==> src/design/smie_pkg.sv <==
// Constants for the scan master interrupt enable block.
// Assumes a 16-bit processor register port addressed by word offset.
package smie_pkg;

  localparam int SMIE_DATA_W = 16;
  localparam int SMIE_ADDR_W = 4;
  localparam int SMIE_LEVEL_W = 8;
  localparam int SMIE_VEC_W = 3;

  // Register offsets
  localparam logic [SMIE_ADDR_W-1:0] SMIE_OFS_ENABLE = 4'h2;
  localparam logic [SMIE_ADDR_W-1:0] SMIE_OFS_STATUS = 4'h3;

  // Field positions, shared by enable and status layout
  localparam int SMIE_BIT_OUT_HALF = 12;
  localparam int SMIE_BIT_OUT_EMPTY = 11;
  localparam int SMIE_BIT_IN_FULL = 10;
  localparam int SMIE_BIT_IN_HALF = 9;
  localparam int SMIE_BIT_SEQ = 8;
  localparam int SMIE_VEC_LSB = 0;

  // Values after reset, and the highest valid vector number
  localparam logic [SMIE_DATA_W-1:0] SMIE_RESET_DATA = 16'h0000;
  localparam logic [SMIE_VEC_W-1:0] SMIE_VEC_NONE = 3'h0;
  localparam logic [SMIE_VEC_W-1:0] SMIE_VEC_LAST = 3'h4;

  // Fill counts in long words
  localparam logic [SMIE_LEVEL_W-1:0] SMIE_HALF_LEVEL = 8'h38;
  localparam logic [SMIE_LEVEL_W-1:0] SMIE_FULL_LEVEL = 8'h70;
  localparam logic [SMIE_LEVEL_W-1:0] SMIE_EMPTY_LEVEL = 8'h00;

endpackage

==> src/design/smie_top.sv <==
// Interrupt enable and status registers of a boundary-scan test master.
// Assumes the processor port is already synchronous to clock_i and that fill
// levels and sequencer/vector status come from logic on the same clock.
`timescale 1ns/1ps

module smie_top
  import smie_pkg::*;
#(
  parameter logic [SMIE_LEVEL_W-1:0] HALF_LEVEL = SMIE_HALF_LEVEL,
  parameter logic [SMIE_LEVEL_W-1:0] FULL_LEVEL = SMIE_FULL_LEVEL
) (
  input wire logic clock_i,
  input wire logic nrst_i,
  input wire logic [SMIE_ADDR_W-1:0] reg_addr_i,
  input wire logic [SMIE_DATA_W-1:0] reg_wdata_i,
  input wire logic reg_wr_i,
  input wire logic reg_rd_i,
  output logic [SMIE_DATA_W-1:0] reg_rdata_o,
  input wire logic [SMIE_LEVEL_W-1:0] scan_out_capture_level_i,
  input wire logic [SMIE_LEVEL_W-1:0] scan_in_feed_level_i,
  input wire logic seq_done_i,
  input wire logic [SMIE_VEC_W-1:0] vec_done_num_i,
  output logic irq_o
);

  // ---------------------------------------------------------------
  // Status conditions
  // ---------------------------------------------------------------
  logic out_half;
  logic out_empty;
  logic in_full;
  logic in_half;
  logic [SMIE_VEC_W-1:0] vec_done;
  logic [SMIE_DATA_W-1:0] status;

  always_comb begin
    out_half = (scan_out_capture_level_i <= HALF_LEVEL);
    out_empty = (scan_out_capture_level_i == SMIE_EMPTY_LEVEL);
    in_full = (scan_in_feed_level_i >= FULL_LEVEL);
    in_half = (scan_in_feed_level_i >= HALF_LEVEL);
    // Reserved vector numbers are reported as none
    vec_done = (vec_done_num_i <= SMIE_VEC_LAST) ? vec_done_num_i : SMIE_VEC_NONE;
    status = SMIE_RESET_DATA;
    status[SMIE_BIT_OUT_HALF] = out_half;
    status[SMIE_BIT_OUT_EMPTY] = out_empty;
    status[SMIE_BIT_IN_FULL] = in_full;
    status[SMIE_BIT_IN_HALF] = in_half;
    status[SMIE_BIT_SEQ] = seq_done_i;
    status[SMIE_VEC_LSB +: SMIE_VEC_W] = vec_done;
  end

  // ---------------------------------------------------------------
  // Register port decode
  // ---------------------------------------------------------------
  logic enable_wr;
  logic enable_rd;
  logic status_rd;

  always_comb begin
    enable_wr = 1'h0;
    enable_rd = 1'h0;
    status_rd = 1'h0;
    if (reg_addr_i == SMIE_OFS_ENABLE) begin
      enable_wr = reg_wr_i;
      enable_rd = reg_rd_i;
    end else if (reg_addr_i == SMIE_OFS_STATUS) begin
      // The status side takes no writes
      status_rd = reg_rd_i;
    end
  end

  // ---------------------------------------------------------------
  // Enable register
  // ---------------------------------------------------------------
  logic en_out_half_reg;
  logic en_out_half_next;
  logic en_out_empty_reg;
  logic en_out_empty_next;
  logic en_in_full_reg;
  logic en_in_full_next;
  logic en_in_half_reg;
  logic en_in_half_next;
  logic en_seq_reg;
  logic en_seq_next;
  logic [SMIE_VEC_W-1:0] en_vec_reg;
  logic [SMIE_VEC_W-1:0] en_vec_next;
  logic [SMIE_DATA_W-1:0] enable_view;

  always_comb begin
    en_out_half_next = en_out_half_reg;
    en_out_empty_next = en_out_empty_reg;
    en_in_full_next = en_in_full_reg;
    en_in_half_next = en_in_half_reg;
    en_seq_next = en_seq_reg;
    en_vec_next = en_vec_reg;
    if (enable_wr) begin
      // Reserved bits are simply not stored
      en_out_half_next = reg_wdata_i[SMIE_BIT_OUT_HALF];
      en_out_empty_next = reg_wdata_i[SMIE_BIT_OUT_EMPTY];
      en_in_full_next = reg_wdata_i[SMIE_BIT_IN_FULL];
      en_in_half_next = reg_wdata_i[SMIE_BIT_IN_HALF];
      en_seq_next = reg_wdata_i[SMIE_BIT_SEQ];
      // Codes 5 to 7 are stored and read back but never raise the request
      en_vec_next = reg_wdata_i[SMIE_VEC_LSB +: SMIE_VEC_W];
    end

    enable_view = SMIE_RESET_DATA;
    enable_view[SMIE_BIT_OUT_HALF] = en_out_half_reg;
    enable_view[SMIE_BIT_OUT_EMPTY] = en_out_empty_reg;
    enable_view[SMIE_BIT_IN_FULL] = en_in_full_reg;
    enable_view[SMIE_BIT_IN_HALF] = en_in_half_reg;
    enable_view[SMIE_BIT_SEQ] = en_seq_reg;
    enable_view[SMIE_VEC_LSB +: SMIE_VEC_W] = en_vec_reg;
  end

  always_ff @(posedge clock_i or negedge nrst_i) begin
    if (!nrst_i) begin
      en_out_half_reg <= 1'h0;
      en_out_empty_reg <= 1'h0;
      en_in_full_reg <= 1'h0;
      en_in_half_reg <= 1'h0;
      en_seq_reg <= 1'h0;
      en_vec_reg <= SMIE_VEC_NONE;
    end else begin
      en_out_half_reg <= en_out_half_next;
      en_out_empty_reg <= en_out_empty_next;
      en_in_full_reg <= en_in_full_next;
      en_in_half_reg <= en_in_half_next;
      en_seq_reg <= en_seq_next;
      en_vec_reg <= en_vec_next;
    end
  end

  // ---------------------------------------------------------------
  // Read port
  // ---------------------------------------------------------------
  logic [SMIE_DATA_W-1:0] rdata_reg;
  logic [SMIE_DATA_W-1:0] rdata_next;

  always_comb begin
    // Read data is held between reads so a slow processor can sample late
    rdata_next = rdata_reg;
    if (enable_rd) begin
      rdata_next = enable_view;
    end else if (status_rd) begin
      rdata_next = status;
    end else if (reg_rd_i) begin
      // Unmapped offsets read as zero rather than holding stale data
      rdata_next = SMIE_RESET_DATA;
    end
  end

  always_ff @(posedge clock_i or negedge nrst_i) begin
    if (!nrst_i) begin
      rdata_reg <= SMIE_RESET_DATA;
    end else begin
      rdata_reg <= rdata_next;
    end
  end

  // ---------------------------------------------------------------
  // Interrupt request
  // ---------------------------------------------------------------
  logic hit_out_half;
  logic hit_out_empty;
  logic hit_in_full;
  logic hit_in_half;
  logic hit_seq;
  logic vec_hit;
  logic hit_vec;
  logic irq_reg;
  logic irq_next;

  always_comb begin
    hit_out_half = en_out_half_reg && out_half;
    hit_out_empty = en_out_empty_reg && out_empty;
    hit_in_full = en_in_full_reg && in_full;
    hit_in_half = en_in_half_reg && in_half;
    hit_seq = en_seq_reg && seq_done_i;
    // A reserved enable code can never match, since reserved done numbers read as none
    vec_hit = (en_vec_reg != SMIE_VEC_NONE) && (en_vec_reg <= SMIE_VEC_LAST)
              && (vec_done == en_vec_reg);
    // Sequencer enable wins, so a driver that sets both still sees one source
    hit_vec = !en_seq_reg && vec_hit;
    irq_next = hit_out_half || hit_out_empty || hit_in_full
               || hit_in_half || hit_seq || hit_vec;
  end

  always_ff @(posedge clock_i or negedge nrst_i) begin
    if (!nrst_i) begin
      irq_reg <= 1'h0;
    end else begin
      // Registered so the request pin never glitches while levels settle
      irq_reg <= irq_next;
    end
  end

  // ---------------------------------------------------------------
  // Outputs
  // ---------------------------------------------------------------
  assign reg_rdata_o = rdata_reg;
  assign irq_o = irq_reg;

endmodule

==> config.mk <==
export PLATFORM = sky130hd
export DESIGN_NAME = smie_top
export DESIGN_NICKNAME = d
export VERILOG_FILES = /design/src/design/smie_pkg.sv /design/src/design/smie_top.sv
export SDC_FILE = /design/constraint.sdc
export NUM_CORES = 1
export LEC_CHECK = 0
export ABC_AREA = 0
export BUFFER_PORTS_ARGS = -buffer_cell sky130_fd_sc_hd__buf_2
export CAP_MARGIN = 25
export CORE_MARGIN = 3
export CORE_UTILIZATION = 41
export DETAILED_ROUTE_END_ITERATION = 8
export PLACE_DENSITY = 0.83
export SYNTH_ARGS = -nofsm -noshare
export SYNTH_HDL_FRONTEND = slang
export SYNTH_SLANG_ARGS = --single-unit
==> constraint.sdc <==
create_clock -name clock_i -period 1.64 [get_ports clock_i]
set_input_delay 0.164 -clock clock_i [delete_from_list [all_inputs] [get_ports clock_i]]
set_output_delay 0.164 -clock clock_i [all_outputs]
set_load 0.005 [all_outputs]
==> impl_metrics.tcl, run 1 <==
set metrics [dict create \
    startpoint_type "flop" \
    layout_setup_ws_ps 258 \
    slowest_delay_ps 430 \
    gr-usage-all-layers 0.155 \
    die_h_um 54 \
    cts_tree "done" \
    multi_input_area_um2 469 \
    hold_viol_final 0 \
    r2r_cells 4 \
    tns_ps 0 \
    status "finished clean" \
    synth_common_cells "dfrtp_1 (17), nor2_1 (12), a21oi_1 (9), buf_4 (8), mux2_2 (8)" \
    postCtsHoldBufs 1 \
    clk-insertion-delay-late_ps 290 \
    arrival_ps 1610 \
    powerDensity_mw_per_mm2 846 \
    avgSynthCellArea_um2 10.4 \
    post_cts_buffers 0 \
    synthMostInstantiatedCell "dfrtp_1" \
    min_period_ps 1380 \
    crit_type "reg -> reg" \
    largest_reg_flops 8 \
    synth_seq_cells 17 \
    drv_cap 0 \
    slowest_stage "dfrtp_1" \
    synth_ff_type "dfrtp_1" \
    synth_top_family_by_area "simple AND/OR/NAND/NOR gates" \
    synth_compound_area_frac 0.175 \
    yosys.area_share.simple 0.185 \
    clock_sinks 17 \
    synthArstFlopShare 1.00 \
    route.detailed.drc 0 \
    ys_warn_count 0 \
    fp-row-count 16 \
    total_power_uw 999 \
    grt_start_max_net_pins 18 \
    worst_hold_path_type "in -> reg" \
    nFillCells 193 \
    antenna_found_initial 0 \
    ff_latch_area_um2 425 \
    ctsHtreeMaxLevel 1 \
    path_delay_family "simple AND/OR/NAND/NOR gates" \
    crit_cells 4 \
    area_delta_synth_final_pct 25.0 \
    synthMuxAreaShare 0.0954 \
    setup_viol_count_final 0 \
    dp_hpwl_um 1760 \
    synth_edf_count 0 \
    hold_depth 2 \
    gp_congestion 0.708 \
    core_area_mm2 0.00206 \
    grt_pass1_wl_um 3260 \
    cts_buffers 3 \
    ys_seq_area_frac 0.450 \
    drt-total-wl_um 2170 \
    worstPathCellList "nor2_1, or3_1, a221o_1, nand3_1" \
    fin_nets 179 \
    clock.fmax_mhz 723 \
    path_clk_slew_ps 100 \
    hold_ws_ps 96.8 \
    required_ps 1870 \
    viasPerCell 5.24 \
    start_util 0.458 \
    rsz0062_at_grt "false" \
    synth_fa_ha_area_frac 0 \
    peakVddDrop_mv 0.615 \
    num_vias 843 \
    power.leakage_nw 0.560 \
    dieArea_mm2 0.00292 \
    cts.path.max_buffers 2 \
    grt_pass1_vias 814 \
    critPathBufInv 0 \
    dr.first_iter.drc_count 15 \
    wl_per_cell_um 13.4 \
    dpl_worst_slack_ps 310 \
    period_share 0.843 \
    placement.io_buffers 41 \
    netlist.area_leader.share 0.450 \
    synthTopCellsByArea "dfrtp_1 (45%), mux2_2 (9.5%), buf_4 (6.4%)" \
    fin_skew_ps 3.35 \
    drt-pass1-iter-count 5 \
    syn_inst 91 \
    final_util 0.573 \
    drive_gt1_frac 0.433 \
    cts_root_buf "clkbuf_4" \
    syn_area_um2 945 \
    ant_nets 0 \
    synth_top_cell_by_area "dfrtp_1" \
    die_x_um 54 \
    post_cts_resize_count 0 \
    critPathCaptureType "flop" \
    drv_slew 0 \
    ios 61 \
    cp_max_fo 5 \
    grt_overflow 0 \
    rrSetupSlack_ps 260 \
    num_antenna_cells 0 \
    ys_types 27 \
    synth-xor-area-share 0.00927 \
]
-- placed cells by master, fill, tap and decap left out, types with 2 or more instances in the layout --
cell,synthesis,final
a21oi_1,9,9
clkbuf_4,0,3
nand4_1,2,2
a22oi_1,5,5
mux2_2,8,8
conb_1,1,8
nor2_1,12,12
nand3_1,3,3
dfrtp_1,17,17
o21ai_0,2,2
buf_2,1,41
or3_1,3,3
a32oi_1,5,5
-- power by group --
group	switching [mW]	internal (mW)
clock	0.133	0.0946
combinational	0.104	0.120
sequential	0.0593	0.487
total	0.297	0.702
-- worst paths after layout --
check                             endpoint            start
hold / removal             en_out_half_reg  reg_wdata_i[12]
max in group asynchronous            irq_o           nrst_i
hold reg to reg            reg_rdata_o[10]  reg_rdata_o[10]
min in group asynchronous    en_vec_reg[2]           nrst_i
setup / recovery                     irq_o    en_vec_reg[0]
setup reg to reg                     irq_o    en_vec_reg[0]
-- metrics by stage --
step / cells / cell area (um2)
after floorplan: 98 / 971
after detailed placement: 156 / 1140
after global placement: 156 / 1140
final: 161 / 1180
after CTS: 161 / 1180
after global routing: 161 / 1180
-- final cells by class --
cell class / count / area share
inverters: 1 / 0.00318
multi-input cells: 69 / 0.397
repair buffers: 43 / 0.189
flip-flops and latches: 17 / 0.360
clock buffers: 4 / 0.0222
well taps: 27 / 0.0286
-- per-layer routing --
metal | global-route usage | part of all wire
met4 | 0.0871 | 0.021
met1 | 0.175 | 0.40
met3 | 0.0332 | 0.072
met2 | 0.266 | 0.51
met5 | 0 | 0
-- cell families after synthesis --
logic type | after synthesis
other | 1
and+or+nand+nor | 28
buffers and inverters | 12
muxes | 8
xor gates and xnor gates | 1
DFF | 17
AOI/OAI and AO/OA | 24
Note: power is estimated with default switching activity, not from simulation.
==> run 2: changes to the inputs <==
- CORE_UTILIZATION: 41 -> 37
- PLACE_DENSITY: 0.83 -> 0.79
- clock period: 1.64 -> 1.2 ns (I/O delays scaled with it)
==> impl_metrics.tcl, run 2 (synthesized netlist as in run 1, its figures left out) <==
set metrics [dict create \
    placement.io_buffers 41 \
    hold_viol_final 0 \
    violations "setup timing" \
    required_ps 1430 \
    ff_latch_area_um2 425 \
    placed_cells 162 \
    nFillCells 225 \
    power.leakage_nw 0.597 \
    peakVddDrop_mv 0.799 \
    num_vias 839 \
    startpoint_type "flop" \
    grt_overflow 0 \
    grt_pass1_wl_um 3680 \
    gp_congestion 0.756 \
    worst_hold_path_type "in -> reg" \
    largest_reg_flops 8 \
    hold_ws_ps 50.2 \
    dieArea_mm2 0.00320 \
    layout_setup_ws_ps -65.5 \
    path_clk_slew_ps 100 \
    final_util 0.538 \
    period_share 1.05 \
    dpl_cell_area_mm2 0.00118 \
    slowest_delay_ps 430 \
    final_area_mm2 0.00125 \
    fin_skew_ps 6.07 \
    ios 61 \
    arrival_ps 1500 \
    gr-usage-all-layers 0.148 \
    min_period_ps 1270 \
    powerDensity_mw_per_mm2 1150 \
    rsz0062_at_grt "true" \
    antenna_found_initial 0 \
    cts_root_buf "clkbuf_4" \
    cts_buffers 3 \
    grt_start_max_net_pins 18 \
    cts.path.max_buffers 2 \
    critPathCaptureType "flop" \
    grt_pass1_vias 849 \
    final_common_cell "buf_2" \
    dpl_worst_slack_ps -106 \
    clock_sinks 17 \
    die_x_um 56.5 \
    start_util 0.407 \
    dr.first_iter.drc_count 13 \
    tns_ps -65.5 \
    cts_tree "done" \
    fp-row-count 17 \
    core_area_mm2 0.00232 \
    total_power_mw 1.43 \
    final_cell_mix "buf_2 (41), dfrtp_1 (17), nor2_1 (11)" \
    drt-total-wl_um 2220 \
    ant_nets 0 \
    fin_nets 185 \
    route.detailed.drc 0 \
    setup_viol_count_final 1 \
    num_antenna_cells 0 \
    dp_hpwl_um 1790 \
    multi_input_area_um2 485 \
    drt-pass1-iter-count 4 \
    drive_gt1_frac 0.479 \
    fin_cells 168 \
    status "finished, violations left" \
    die_h_um 56.5 \
    cp_max_fo 4 \
    drv_slew 0 \
    crit_type "reg -> reg" \
    drv_cap 0 \
    ctsHtreeMaxLevel 1 \
    area_delta_synth_final_pct 32.1 \
    viasPerCell 4.99 \
    slowest_stage "dfrtp_1" \
    wl_per_cell_um 13.2 \
    clk-insertion-delay-late_ps 290 \
    clock.fmax_mhz 790 \
    worstPathCellList "nor2_2, or3_1, a221o_1, nand3_1" \
]
run 2: path summary, 6_finish.rpt:
kind	start	to	slack [ps]	depth (start not counted)
min	reg_wdata_i[0]	en_vec_reg[0]	50	2
max in group asynchronous	nrst_i	reg_rdata_o[12]	680	2
max	en_vec_reg[0]	irq_o	-70	4
max reg2reg	en_vec_reg[0]	irq_o	-70	4
min in group asynchronous	nrst_i	en_in_half_reg	250	2
min reg2reg	reg_rdata_o[11]	reg_rdata_o[11]	520	2
run 2: per-layer routing:
layer | up-vias | global-route usage | part of all wire | routed length [um]
met4 | 0 | 0.0610 | 0.017 | 38
met5 | - | 0 | 0 | 0
met3 | 5 | 0.0345 | 0.088 | 195
li1 | 426 | - | - | -
met2 | 41 | 0.266 | 0.49 | 1100
met1 | 367 | 0.166 | 0.40 | 888
run 2: layout make-up:
type,count,area share
multi-input combinational,69,0.389
timing repair buffer,49,0.218
sequential,17,0.341
tap,28,0.0281
clock buffer,4,0.0211
inverter,1,0.00301
run 2: repair_timing:
action,4_1_cts,5_1_grt
pin swaps,1,0
setup buffers,1,0
endpoints found under the hold margin,17,0
hold buffers,1,0
endpoints found under the setup margin,1,1
resized for setup,3,1
run 2: power breakdown:
group | internal [mW] | switching, mW | total (mW)
Sequential | 0.665 | 0.0698 | 0.735
Clock | 0.129 | 0.175 | 0.305
Combinational | 0.226 | 0.167 | 0.393
Total | 1.02 | 0.412 | 1.43
run 2: critical path, delay by kind of cell (launching register included):
kind / cells / cell delay, ps
flip-flops: 1 / 430
AND/OR/NAND/NOR: 3 / 480
AO/OA/AOI/OAI: 1 / 290
